==> config.mk <==
export PLATFORM = sky130hd
export DESIGN_NAME = tstc_core
export DESIGN_NICKNAME = d
export VERILOG_FILES = /design/src/rtl/tstc_pkg.sv /design/src/rtl/tstc_tick.sv /design/src/rtl/tstc_core.sv
export VERILOG_INCLUDE_DIRS = /design/src /design/src/rtl
export SDC_FILE = /design/constraint.sdc
export NUM_CORES = 1
export LEC_CHECK = 0
export ABC_AREA = 0
export BUFFER_PORTS_ARGS = -buffer_cell sky130_fd_sc_hd__buf_2
export CAP_MARGIN = 5
export CORE_ASPECT_RATIO = 0.9
export CORE_UTILIZATION = 25
export DETAILED_ROUTE_END_ITERATION = 12
export GPL_TIMING_DRIVEN = 0
export HOLD_SLACK_MARGIN = 0.08
export PLACE_DENSITY = 0.37
export SLEW_MARGIN = 10
export SYNTH_ARGS = -nofsm -noshare
export SYNTH_HDL_FRONTEND = slang
export SYNTH_SLANG_ARGS = --single-unit
export TNS_END_PERCENT = 50
==> constraint.sdc <==
create_clock -name clk_sys -period 7.7 [get_ports clk_sys]
set_input_delay 0.77 -clock clk_sys [delete_from_list [all_inputs] [get_ports clk_sys]]
set_output_delay 0.77 -clock clk_sys [all_outputs]
set_load 0.05 [all_outputs]
==> src/rtl/tstc_regs.svh <==
// register offsets, reset values, field positions and timing counts
`ifndef TSTC_REGS_SVH
`define TSTC_REGS_SVH
// register indexes; byte address is four times the index
`define TSTC_IDX_INCLUDE    8'h21
`define TSTC_IDX_HOLD       8'h23
`define TSTC_IDX_SAMPLING   8'h24
`define TSTC_IDX_RECAL      8'h26
`define TSTC_IDX_REPEAT     8'h28
`define TSTC_IDX_STATUS     8'h30
`define TSTC_IDX_CALCODE0   8'h40
`define TSTC_IDX_MEAS0      8'h50
// reset values
`define TSTC_RST_INCLUDE    8'h3F
`define TSTC_RST_HOLD       8'h07
`define TSTC_RST_SAMPLING   8'h39
`define TSTC_RST_RECAL      8'h00
`define TSTC_RST_REPEAT     8'h3F
// field positions
`define TSTC_HOLD_MSB       3
`define TSTC_AVG_MSB        6
`define TSTC_AVG_LSB        4
`define TSTC_SAMP_MSB       3
`define TSTC_SAMP_LSB       2
`define TSTC_CYC_MSB        1
`define TSTC_CYC_LSB        0
// timebase: clock period and tick period
`define TSTC_CLK_NS         25
`define TSTC_TICK_NS        5000
`define TSTC_TICK_CYC       (`TSTC_TICK_NS / `TSTC_CLK_NS)
// durations in their own units, then in ticks
`define TSTC_HOLD_STEP_MS   35
`define TSTC_CYC_STEP_MS    35
`define TSTC_SAMP_BASE_US   320
`define TSTC_RECAL_MAX_MS   600
`define TSTC_HOLD_STEP_TK   (`TSTC_HOLD_STEP_MS * 1000000 / `TSTC_TICK_NS)
`define TSTC_CYC_STEP_TK    (`TSTC_CYC_STEP_MS * 1000000 / `TSTC_TICK_NS)
`define TSTC_SAMP_BASE_TK   (`TSTC_SAMP_BASE_US * 1000 / `TSTC_TICK_NS)
`define TSTC_RECAL_MAX_TK   (`TSTC_RECAL_MAX_MS * 1000000 / `TSTC_TICK_NS)
`endif

==> src/rtl/tstc_pkg.sv <==
// types shared by the touch sampling timing controller
`default_nettype none
package tstc_pkg;
  // sampling sequencer states
  typedef enum logic [0:0] {
    ST_SAMPLE,
    ST_LOWPWR
  } tstc_state_t;
endpackage
`default_nettype wire

==> src/rtl/tstc_tick.sv <==
// fixed timebase tick generator
`default_nettype none
module tstc_tick #(
  parameter int unsigned TICK_CYC = 200
) (
  input  wire logic clk_sys,
  input  wire logic rst_b,
  output logic      tick
);
  logic [15:0] cnt_q;  // cycles since last tick
  logic [15:0] cnt_d;
  logic        last;   // final cycle of tick period
  logic        tick_q;

  assign last  = (cnt_q == 16'(TICK_CYC - 1));
  assign cnt_d = last ? 16'h0000 : cnt_q + 16'h0001;
  assign tick  = tick_q;

  // divider and one-cycle tick pulse
  always_ff @(posedge clk_sys)
  begin
    if (!rst_b)
    begin
      cnt_q  <= 16'h0000;
      tick_q <= 1'b0;
    end
    else
    begin
      cnt_q  <= cnt_d;
      tick_q <= last;
    end
  end
endmodule
`default_nettype wire

==> src/rtl/tstc_core.sv <==
// touch sampling timing controller: registers, sequencer, hold timer, recalibration
//
// The Avalon-MM interface to the registers is this design's own decision.
`include "tstc_regs.svh"
`default_nettype none
module tstc_core
  import tstc_pkg::*;
#(
  parameter int unsigned TICK_CYC = `TSTC_TICK_CYC
) (
  input  wire logic        clk_sys,
  input  wire logic        rst_b,
  input  wire logic [7:0]  avs_address,
  input  wire logic        avs_read,
  input  wire logic        avs_write,
  input  wire logic [31:0] avs_writedata,
  output logic      [31:0] avs_readdata,
  output logic             avs_waitrequest,
  input  wire logic [5:0]  pad_touch,
  input  wire logic [15:0] afe_sample_value,
  input  wire logic        afe_cal_done,
  input  wire logic [9:0]  afe_cal_code,
  output logic             afe_sample_go,
  output logic      [2:0]  afe_channel,
  output logic             afe_low_power,
  output logic             afe_cal_start,
  output logic      [2:0]  afe_cal_channel,
  output logic      [5:0]  recal_active,
  output logic             meas_valid,
  output logic      [2:0]  meas_channel,
  output logic      [15:0] meas_value,
  output logic      [5:0]  touch_event,
  output logic      [5:0]  hold_event
);
  // tick-count decodes
  function automatic logic [16:0] hold_limit(input logic [3:0] code);
    hold_limit = 17'(({13'h0000, code} + 17'h00001) * `TSTC_HOLD_STEP_TK);
  endfunction
  function automatic logic [19:0] cyc_limit(input logic [1:0] code);
    cyc_limit = 20'(({18'h00000, code} + 20'h00001) * `TSTC_CYC_STEP_TK);
  endfunction
  function automatic logic [9:0] samp_ticks(input logic [1:0] code);
    samp_ticks = 10'(`TSTC_SAMP_BASE_TK) << code;
  endfunction
  // first set bit at or above a start index: {found, index}
  function automatic logic [3:0] first_from(input logic [5:0] bits, input logic [3:0] from);
    first_from = 4'h0;
    for (int i = 5; i >= 0; i--)
      if (bits[i] && (4'(i) >= from))
        first_from = {1'b1, 3'(i)};
  endfunction

  logic tick;  // timebase tick
  tstc_tick #(.TICK_CYC(TICK_CYC)) u_tick (
    .clk_sys (clk_sys),
    .rst_b   (rst_b),
    .tick    (tick)
  );

  // ---------------- register bus ----------------
  logic [5:0]  include_q;            // inputs in the sampling cycle
  logic [3:0]  hold_q;               // minimum hold code
  logic [6:0]  sampling_q;           // avg, sample time, cycle time
  logic [5:0]  cal_req_q;            // recalibration requests
  logic [5:0]  repeat_q;             // repeat enables
  logic [9:0]  cal_code_q [6];       // per input calibration code
  logic [15:0] meas_q [6];           // per input averaged result
  logic        wait_q;               // registered waitrequest
  logic [31:0] rdata_q;
  logic        req;                  // request present
  logic        bus_wr;               // write takes effect this edge
  logic [31:0] rd_mux;
  logic [2:0]  rd_ix;                // index into per input arrays
  logic        rd_cal;
  logic        rd_meas;
  logic [5:0]  rc_clr;               // hardware clear of request bits

  assign req     = avs_read | avs_write;
  assign bus_wr  = avs_write & ~wait_q;
  assign rd_ix   = avs_address[2:0];
  assign rd_cal  = (avs_address[7:3] == `TSTC_IDX_CALCODE0 >> 3) && (rd_ix < 3'h6);
  assign rd_meas = (avs_address[7:3] == `TSTC_IDX_MEAS0 >> 3) && (rd_ix < 3'h6);
  assign rd_mux  =
    (avs_address == `TSTC_IDX_INCLUDE)  ? {26'h0000000, include_q} :
    (avs_address == `TSTC_IDX_HOLD)     ? {28'h0000000, hold_q} :
    (avs_address == `TSTC_IDX_SAMPLING) ? {25'h0000000, sampling_q} :
    (avs_address == `TSTC_IDX_RECAL)    ? {26'h0000000, cal_req_q} :
    (avs_address == `TSTC_IDX_REPEAT)   ? {26'h0000000, repeat_q} :
    (avs_address == `TSTC_IDX_STATUS)   ? {24'h000000, recal_active, afe_low_power, 1'b0} :
    rd_cal  ? {22'h000000, cal_code_q[rd_ix]} :
    rd_meas ? {16'h0000, meas_q[rd_ix]} : 32'h00000000;
  assign avs_waitrequest = wait_q;
  assign avs_readdata    = rdata_q;

  // one wait cycle per access, read data captured with the answer
  always_ff @(posedge clk_sys)
  begin
    if (!rst_b)
    begin
      wait_q  <= 1'b1;
      rdata_q <= 32'h00000000;
    end
    else
    begin
      wait_q  <= ~(req & wait_q);
      rdata_q <= (avs_read & wait_q) ? rd_mux : rdata_q;
    end
  end

  // configuration registers; a software write beats a hardware clear
  always_ff @(posedge clk_sys)
  begin
    if (!rst_b)
    begin
      include_q  <= 6'(`TSTC_RST_INCLUDE);
      hold_q     <= 4'(`TSTC_RST_HOLD);
      sampling_q <= 7'(`TSTC_RST_SAMPLING);
      cal_req_q  <= 6'(`TSTC_RST_RECAL);
      repeat_q   <= 6'(`TSTC_RST_REPEAT);
    end
    else if (bus_wr && (avs_address == `TSTC_IDX_RECAL))
      cal_req_q <= avs_writedata[5:0];
    else
    begin
      cal_req_q <= cal_req_q & ~rc_clr;
      if (bus_wr && (avs_address == `TSTC_IDX_INCLUDE))
        include_q <= avs_writedata[5:0];
      if (bus_wr && (avs_address == `TSTC_IDX_HOLD))
        hold_q <= avs_writedata[`TSTC_HOLD_MSB:0];
      if (bus_wr && (avs_address == `TSTC_IDX_SAMPLING))
        sampling_q <= avs_writedata[6:0];
      if (bus_wr && (avs_address == `TSTC_IDX_REPEAT))
        repeat_q <= avs_writedata[5:0];
    end
  end

  // ---------------- sampling sequencer ----------------
  tstc_state_t state_q;
  logic [2:0]  chan_q;               // input being sampled
  logic [7:0]  rep_q;                // samples done on this input
  logic [9:0]  stick_q;              // ticks into this sample
  logic [22:0] acc_q;                // sample sum
  logic [19:0] cyc_q;                // ticks since cycle start
  logic        go_q;
  logic        lp_q;
  logic        mv_q;
  logic [2:0]  mch_q;
  logic [15:0] mval_q;
  logic [2:0]  avg_f;
  logic        samp_end;             // last tick of a sample
  logic        chan_end;             // last sample of this input
  logic [22:0] acc_sum;
  logic [3:0]  first_ch;             // first included input
  logic [3:0]  next_ch;              // next included input after this
  logic        cyc_over;             // cycle period used up
  logic [19:0] cyc_inc;

  assign avg_f    = sampling_q[`TSTC_AVG_MSB:`TSTC_AVG_LSB];
  assign samp_end = tick && (stick_q == samp_ticks(sampling_q[`TSTC_SAMP_MSB:`TSTC_SAMP_LSB])
                    - 10'h001);
  assign chan_end = samp_end && (rep_q == 8'((9'h001 << avg_f) - 9'h001));
  assign acc_sum  = acc_q + {7'h00, afe_sample_value};
  assign first_ch = first_from(include_q, 4'h0);
  assign next_ch  = first_from(include_q, {1'b0, chan_q} + 4'h1);
  assign cyc_inc  = (cyc_q == 20'hFFFFF) ? cyc_q : cyc_q + 20'h00001;
  assign cyc_over = (cyc_inc >= cyc_limit(sampling_q[`TSTC_CYC_MSB:`TSTC_CYC_LSB]));
  assign afe_sample_go = go_q;
  assign afe_channel   = chan_q;
  assign afe_low_power = lp_q;
  assign meas_valid    = mv_q;
  assign meas_channel  = mch_q;
  assign meas_value    = mval_q;

  // cycle: included inputs back to back, then low power until period ends; a period already used up restarts at once
  always_ff @(posedge clk_sys)
  begin
    if (!rst_b)
    begin
      state_q <= ST_LOWPWR;
      chan_q  <= 3'h0;
      rep_q   <= 8'h00;
      stick_q <= 10'h000;
      acc_q   <= 23'h000000;
      cyc_q   <= 20'h00000;
      go_q    <= 1'b0;
      lp_q    <= 1'b1;
      mv_q    <= 1'b0;
      mch_q   <= 3'h0;
      mval_q  <= 16'h0000;
    end
    else
    begin
      go_q <= 1'b0;
      mv_q <= 1'b0;
      if (tick)
        cyc_q <= cyc_inc;
      case (state_q)
        ST_SAMPLE:
        begin
          if (tick)
            stick_q <= samp_end ? 10'h000 : stick_q + 10'h001;
          if (samp_end)
          begin
            acc_q <= chan_end ? 23'h000000 : acc_sum;
            rep_q <= chan_end ? 8'h00 : rep_q + 8'h01;
            go_q  <= 1'b1;
          end
          if (chan_end)
          begin
            mv_q   <= 1'b1;
            mch_q  <= chan_q;
            mval_q <= 16'(acc_sum >> avg_f);
            if (next_ch[3])
              chan_q <= next_ch[2:0];
            else if (cyc_over)
            begin
              cyc_q  <= 20'h00000;
              chan_q <= first_ch[2:0];
              go_q   <= first_ch[3];
              state_q <= first_ch[3] ? ST_SAMPLE : ST_LOWPWR;
              lp_q    <= ~first_ch[3];
            end
            else
            begin
              go_q    <= 1'b0;
              state_q <= ST_LOWPWR;
              lp_q    <= 1'b1;
            end
          end
        end
        ST_LOWPWR:
        begin
          if (tick && cyc_over)
          begin
            cyc_q   <= 20'h00000;
            chan_q  <= first_ch[2:0];
            rep_q   <= 8'h00;
            stick_q <= 10'h000;
            acc_q   <= 23'h000000;
            go_q    <= first_ch[3];
            state_q <= first_ch[3] ? ST_SAMPLE : ST_LOWPWR;
            lp_q    <= ~first_ch[3];
          end
        end
        default:
          state_q <= ST_LOWPWR;
      endcase
    end
  end

  // averaged results kept per input
  always_ff @(posedge clk_sys)
  begin
    if (!rst_b)
      for (int i = 0; i < 6; i++)
        meas_q[i] <= 16'h0000;
    else if (chan_end)
      meas_q[chan_q] <= 16'(acc_sum >> avg_f);
  end

  // ---------------- recalibration engine ----------------
  logic        rc_busy_q;
  logic [2:0]  rc_ch_q;
  logic        rc_bad_q;             // press seen during this attempt
  logic [16:0] rc_tmr_q;             // ticks into attempt
  logic        rc_start_q;
  logic [5:0]  rc_act_q;
  logic [3:0]  rc_pick;
  logic        rc_timeout;
  logic        rc_end;
  logic        rc_ok;
  logic        rc_press;

  assign rc_pick    = first_from(cal_req_q, 4'h0);
  assign rc_press   = pad_touch[rc_ch_q];
  assign rc_timeout = tick && (rc_tmr_q == 17'(`TSTC_RECAL_MAX_TK - 1));
  assign rc_end     = rc_busy_q && (afe_cal_done || rc_timeout);
  assign rc_ok      = rc_busy_q && afe_cal_done && !rc_bad_q && !rc_press;
  assign rc_clr     = rc_ok ? 6'(6'h01 << rc_ch_q) : 6'h00;
  assign afe_cal_start   = rc_start_q;
  assign afe_cal_channel = rc_ch_q;
  assign recal_active    = rc_act_q;

  // one input at a time, lowest requested first; failures retry
  always_ff @(posedge clk_sys)
  begin
    if (!rst_b)
    begin
      rc_busy_q  <= 1'b0;
      rc_ch_q    <= 3'h0;
      rc_bad_q   <= 1'b0;
      rc_tmr_q   <= 17'h00000;
      rc_start_q <= 1'b0;
      rc_act_q   <= 6'h00;
    end
    else
    begin
      rc_start_q <= 1'b0;
      if (!rc_busy_q)
      begin
        if (rc_pick[3])
        begin
          rc_busy_q  <= 1'b1;
          rc_ch_q    <= rc_pick[2:0];
          rc_bad_q   <= 1'b0;
          rc_tmr_q   <= 17'h00000;
          rc_start_q <= 1'b1;
          rc_act_q   <= 6'(6'h01 << rc_pick[2:0]);
        end
      end
      else if (rc_end)
      begin
        rc_busy_q <= 1'b0;
        rc_act_q  <= 6'h00;
      end
      else
      begin
        if (rc_press)
          rc_bad_q <= 1'b1;
        if (tick)
          rc_tmr_q <= rc_tmr_q + 17'h00001;
      end
    end
  end

  // calibration code updated on success only
  always_ff @(posedge clk_sys)
  begin
    if (!rst_b)
      for (int i = 0; i < 6; i++)
        cal_code_q[i] <= 10'h000;
    else if (rc_ok)
      cal_code_q[rc_ch_q] <= afe_cal_code;
  end

  // ---------------- touch and hold classification ----------------
  logic [5:0]  eff_touch;            // touches not masked by recal
  logic [5:0]  prev_q;
  logic [16:0] held_q [6];           // ticks the touch has lasted
  logic [5:0]  tev_q;
  logic [5:0]  hev_q;
  logic [16:0] hlim;

  assign eff_touch   = pad_touch & ~rc_act_q;
  assign hlim        = hold_limit(hold_q);
  assign touch_event = tev_q;
  assign hold_event  = hev_q;

  // press, hold crossing and release per input
  always_ff @(posedge clk_sys)
  begin
    if (!rst_b)
    begin
      prev_q <= 6'h00;
      tev_q  <= 6'h00;
      hev_q  <= 6'h00;
      for (int i = 0; i < 6; i++)
        held_q[i] <= 17'h00000;
    end
    else
    begin
      prev_q <= eff_touch;
      for (int i = 0; i < 6; i++)
      begin
        tev_q[i] <= 1'b0;
        hev_q[i] <= 1'b0;
        if (eff_touch[i] && !prev_q[i])
        begin
          held_q[i] <= 17'h00000;
          tev_q[i]  <= ~repeat_q[i];
        end
        else if (eff_touch[i] && tick && (held_q[i] <= hlim))
        begin
          held_q[i] <= held_q[i] + 17'h00001;
          hev_q[i]  <= repeat_q[i] && (held_q[i] == hlim);
        end
        else if (!eff_touch[i] && prev_q[i])
          tev_q[i] <= repeat_q[i] && (held_q[i] <= hlim);
      end
    end
  end
endmodule
`default_nettype wire

======== Yosys cells after proc, flatten, opt, wreduce, memory -nomap -nowiden ========
Memories as Yosys holds them, arrays and structs flattened.
Cells that the tools add are included.
operators by class
  equality and inequality tests ........... 29
  shift-type cells ........................ 5
  bitwise gates (word level) .............. 39
  div/mod/pow operators ................... 0
  magnitude comparators ................... 15
  $add $sub $neg .......................... 17
  multipliers ............................. 2
  reductions and logical operators ........ 97
  muxes and demuxes ....................... 170
operators by type and width
  operator                                       count
  two-way mux 17 bit                             16
  two-way mux 16 bit                             9
  two-way mux 20 bit                             6
  adder 17 x 1 -> 17 bit, second input constant  7
  == test 17 bit                                 6
  <= comparator 17 bit                           6
  two-way mux 1 bit                              91
  two-way mux 4 bit                              18
  two-way mux 23 bit                             3
  logical AND 1 bit                              57
  == test 8 x 6 -> 1 bit, second input constant  6
  case mux 23 bit (2 select lines)               1
  two-way mux 10 bit                             4
  case mux 20 bit (2 select lines)               1
  two-way mux 6 bit                              5
  two-way mux 8 bit                              3
  adder 23 x 16 -> 23 bit                        1
  right shift 23 x 3 -> 16 bit                   1
  adder 20 x 1 -> 20 bit, second input constant  1
  == test 20 bit, second input constant          1
  >= comparator 20 x 16 -> 1 bit                 1
  case mux 10 bit (2 select lines)               1
  NOT 1 bit                                      19
  two-way mux 3 bit                              6
  43 further kinds                               104
storage, ports and cells
  memory bits (writable) .................. 258
  input bits .............................. 77
  ROM bits ................................ 0
  latch bits .............................. 0
  word-level logic and storage cells ...... 411
  output and inout port bits .............. 80
  memories kept ........................... 3
  register bits ........................... 213
memory list
  memory      depth  bits a word  rd ports  clocked after Yosys merged registers in  write ports  line              source
  held_q      6      17           6         0                                        6            tstc_core.sv:339  logic [16:0] held_q [6];
  meas_q      6      16           1         0                                        6            tstc_core.sv:67   logic [15:0] meas_q [6];
  cal_code_q  6      10           1         0                                        6            tstc_core.sv:66   logic [9:0] cal_code_q [6];

======== Depth between registers and ports, before layout ========
  word-level depth ........................ 12
  depth in mapped cells ................... 24
  gate-level depth less buffers ........... 23

======== Modules after synthesis ========
A second synthesis with hierarchy kept.
unflattened totals
  cell total of the unflattened synthesis .. 2916
  area, all modules ....................... 28975.3 um2
modules (own cells, without submodules)
  module     sequential area each (um2)  cells each  instances  area an instance (um2)
  tstc_core  12732.2                     2832        1          28237.1
  tstc_tick  340.3                       84          1          738.2

======== Worst setup path after synthesis ========
No wires, ideal clock.
  path type ............................... reg-to-reg
  start point ............................. register hold_q[0]
  end point ............................... memory held_q[2][0] (enable)
  arrival ................................. 6.546 ns
  stages on the path, launching flop included .. 22
  library setup time ...................... 0.415 ns
  setup slack ............................. 0.740 ns
  data required time ...................... 7.285 ns
  buffers on the path ..................... 0
  clock period less this slack ............ 6.960 ns
  path through ............................ dfxtp_1 > ha_1 > xor2_1 > ha_1 > inv_1 > fa_1 > inv_1 > fa_1 > ha_1 > and3_1 > a221o_1 > a21o_1 > a21oi_1 > xor2_1 > ha_1 > and2_1 > a221oi_1 > a21boi_0 > o221a_2 > o21ai_1 > a21oi_1 > o21ai_0
RTL lines
  item                    line              source
  start, declared         tstc_core.sv:62   logic [3:0] hold_q;
  start signal, assigned  tstc_core.sv:116  hold_q <= 4'(`TSTC_RST_HOLD);
  start signal, assigned  tstc_core.sv:129  hold_q <= avs_writedata[`TSTC_HOLD_MSB:0];
  end, declared           tstc_core.sv:339

==> impl_metrics.tcl <==
set metrics [dict create \
    final_core_util 0.297 \
    cts.reportedPaths.clkPinSlew_ns 0.06 \
    fin_nets 3229 \
    first_iter_violations 1479 \
    internal_power_w 0.00469 \
    cts-root-buf "clkbuf_16" \
    cts.htree.levels 2 \
    yosysTopAreaCell "edfxtp_1" \
    synthDistinctLibCells 97 \
    hold_depth 3 \
    end_kind "flop" \
    crit_fanout 13 \
    grt_max_degree 17 \
    crit_path_start_kind "flop" \
    avgViaCountPerCell 4.83 \
    status "finished clean" \
    setup.worst_path.class "reg2reg" \
    switching_share 0.246 \
    grt_pass1_wl_um 140000 \
    placementRows 115 \
    grt_pass1_vias 21800 \
    fillers 11500 \
    finalCritPeriodShare 0.926 \
    syn_inst 2776 \
    cts_tree "built" \
    combPwrFrac 0.065 \
    max_slew.worst_pin.slew_ns 1.29 \
    powerDensity_nw_per_um2 190 \
    portBuffers 114 \
    hold_path.class "in2reg" \
    worstReg2RegEnd "held_q[2][9]$_SDFFCE_PN0P_" \
    antenna_left 0 \
    wire_per_inst_um 20.9 \
    final_layout_size_suffix_gt1_frac 0.132 \
    dp_slack_ns -0.141 \
    synth_edf_count 298 \
    yosys_register_bits 495 \
    clock_path_buffers 3 \
    ff2ff_setup_slack_ns 0.57 \
    finalSetupTns_ns 0 \
    postPlaceCellArea_um2 30600 \
    setup_slack_ns 0.571 \
    clock-sinks 495 \
    crit_required_ns 8.04 \
    ys_seq_area_frac 0.462 \
    fin_area_um2 32700 \
    p_sw_w 0.00153 \
    grt_antenna_before_repair 7 \
    p_seq_frac 0.470 \
    hold_path_end "sampling_q[6]$_SDFFE_PN0P_" \
    syn_avg_cell_area_um2 10.1 \
    async_reset_ff_frac 0 \
    r2r_start "hold_q[0]$_SDFFE_PN1P_" \
    skew_ns 0.0392 \
    hpwl_um 69800 \
    routed_wl_um 93900 \
    io_pins 157 \
    numCtsBuffers 59 \
    peakVddDrop_mv 0.180 \
    final_cell_mix "448 x nor2_1, 298 x edfxtp_1, 219 x nand2_1" \
    final_common_cell "nor2_1" \
    power.leakage_nw 12.2 \
    coreArea_um2 110000 \
    die_x_um 354 \
    die_h_um 319 \
    hold_viol_final 0 \
    cp_data_arrival_time_ns 7.47 \
    period_minus_slack_ns 7.13 \
    synth_top_area_share 0.321 \
    holdWs_ns 0.406 \
    drt_pre_antenna_iters 5 \
    r2r_cells 22 \
    max_freq_ghz 0.140 \
    synthToLayoutAreaGrowth_pct 17.1 \
    syn_area_um2 27900 \
    grt_use_total 0.164 \
    hp-start "avs_writedata[6]" \
    slew_violations 0 \
    worstSkewPairLatency_ns 0.66 \
    p_clk_frac 0.464 \
    initial_core_util 0.254 \
    drv_cap 0 \
    dieArea_um2 113000 \
    setup_viol 0 \
    synth.yosys.warnings 0 \
    gp_congestion 0.811 \
    grt-ovfl-total 0 \
    grt_setup_unrepaired "no" \
    vias 21700 \
    drc 0 \
    ys_top_cells_by_area "edfxtp_1 32%, dfxtp_1 14%, ha_1 7.1%" \
    slew-limit-headroom 0.135 \
    synthFlopType "edfxtp_1" \
]
cell type report:
type                       instances  area (um^2)  share of cell area
sequential                       495        12900               0.395
clock inverter                    30          295             0.00904
clock buffer                      82         1700              0.0519
multi-input combinational       2070        14200               0.435
antenna                            2         5.00            0.000153
tap                             1462         1830              0.0560
buffer                           127          587              0.0180
inverter                          99          375              0.0115
timing repair buffer             133          771              0.0236
layer usage:
metal,vias to the layer above,wire length [um],global-route usage
li1,10400,-,-
met1,10700,43500,0.224
met2,499,42500,0.262
met3,137,5230,0.0294
met4,0,2720,0.0497
met5,-,0,0
sequential cells by signal, indices dropped and copies added, names as in the netlist, 16 cells and up:
| name | count |
|---|---|
| acc_q | 23 |
| held_q | 102 |
| avs_readdata | 16 |
| u_tick.cnt_q | 16 |
| cal_code_q | 68 |
| meas_q | 128 |
| cyc_q | 20 |
| rc_tmr_q | 17 |
| meas_value | 16 |
Yosys cell counts, types with 22 or more instances:
cell / count
a21o_1: 26
a21oi_1: 115
a31oi_1: 23
and2_1: 25
and3_1: 47
buf_2: 23
clkbuf_1: 66
dfxtp_1: 197
edfxtp_1: 298
ha_1: 158
inv_1: 97
mux2_2: 23
mux2i_1: 48
mux4_2: 54
nand2_1: 219
nand3_1: 151
nand4_1: 52
nor2_1: 449
nor2b_1: 22
nor3_1: 66
o21ai_0: 86
or3_1: 26
xnor2_1: 92
xor2_1: 106
critical path, stage by stage (launching register included):
cell      delay, ns
dfxtp_2        0.52
ha_1           0.23
xor2_1         0.28
ha_1           0.23
inv_1          0.06
fa_1           0.50
inv_1          0.05
fa_1           0.43
ha_1           0.36
and3_1         0.19
a221o_1        0.46
a21o_1         0.22
a21oi_1        0.33
xor2_4         0.44
ha_1           0.33
and2_1         0.17
a221oi_1       0.51
a21boi_0       0.18
o221a_2        0.33
o21ai_1        0.29
a21oi_1        0.13
o21ai_2        0.35
buf_8          0.21
metrics by stage:
stage | instances | power, W
3_5_place_dp | 4385 | 0.00339
4_1_cts | 4498 | 0.00632
3_3_place_gp | 4367 | 0.00338
2_1_floorplan | 2791 | 0.00323
5_1_grt | 4498 | 0.00646
6_report | 4500 | 0.00622
repair_timing:
action / in CTS / in global routing
hold endpoints to repair: 0 / 0
resized for setup: 3 / 1
setup endpoints to repair: 74 / 9
hold buffers: 0 / 0
setup buffers: 1 / 0
pin swaps: 0 / 0
power by group through the flow:
stage	clock [W]	combinational, W	sequential [W]
floorplan	0	0.000250	0.00298
global placement	0	0.000400	0.00298
detailed placement	0	0.000410	0.00298
CTS	0.00298	0.000412	0.00293
global route	0.00308	0.000445	0.00293
finish	0.00289	0.000406	0.00292
cells by family after synthesis:
group | after synthesis | share of synthesized area
adder cells (fa/ha/maj) | 167 | 0.0773
AO/OA/AOI/OAI | 414 | 0.0986
multiplexers | 129 | 0.0730
buffers and inverters | 226 | 0.0343
other | 1 | 0.000134
AND/OR/NAND/NOR | 1145 | 0.192
flip-flops | 495 | 0.462
XOR/XNOR | 199 | 0.0629
worst max path at each step:
stage	startpoint	endpoint	cells after the start
3_5_place_dp	hold_q[0]$_SDFFE_PN1P_	held_q[2][12]$_SDFFCE_PN0P_	20
3_3_place_gp	hold_q[0]$_SDFFE_PN1P_	held_q[2][12]$_SDFFCE_PN0P_	19
5_1_grt	hold_q[0]$_SDFFE_PN1P_	held_q[1][1]$_SDFFCE_PN0P_	23
4_1_cts	hold_q[0]$_SDFFE_PN1P_	held_q[2][9]$_SDFFCE_PN0P_	22
6_report	hold_q[0]$_SDFFE_PN1P_	held_q[2][9]$_SDFFCE_PN0P_	22
2_1_floorplan	hold_q[0]$_SDFFE_PN1P_	held_q[2][0]$_SDFFCE_PN0P_	21
Note: power is estimated with default switching activity, not from simulation.
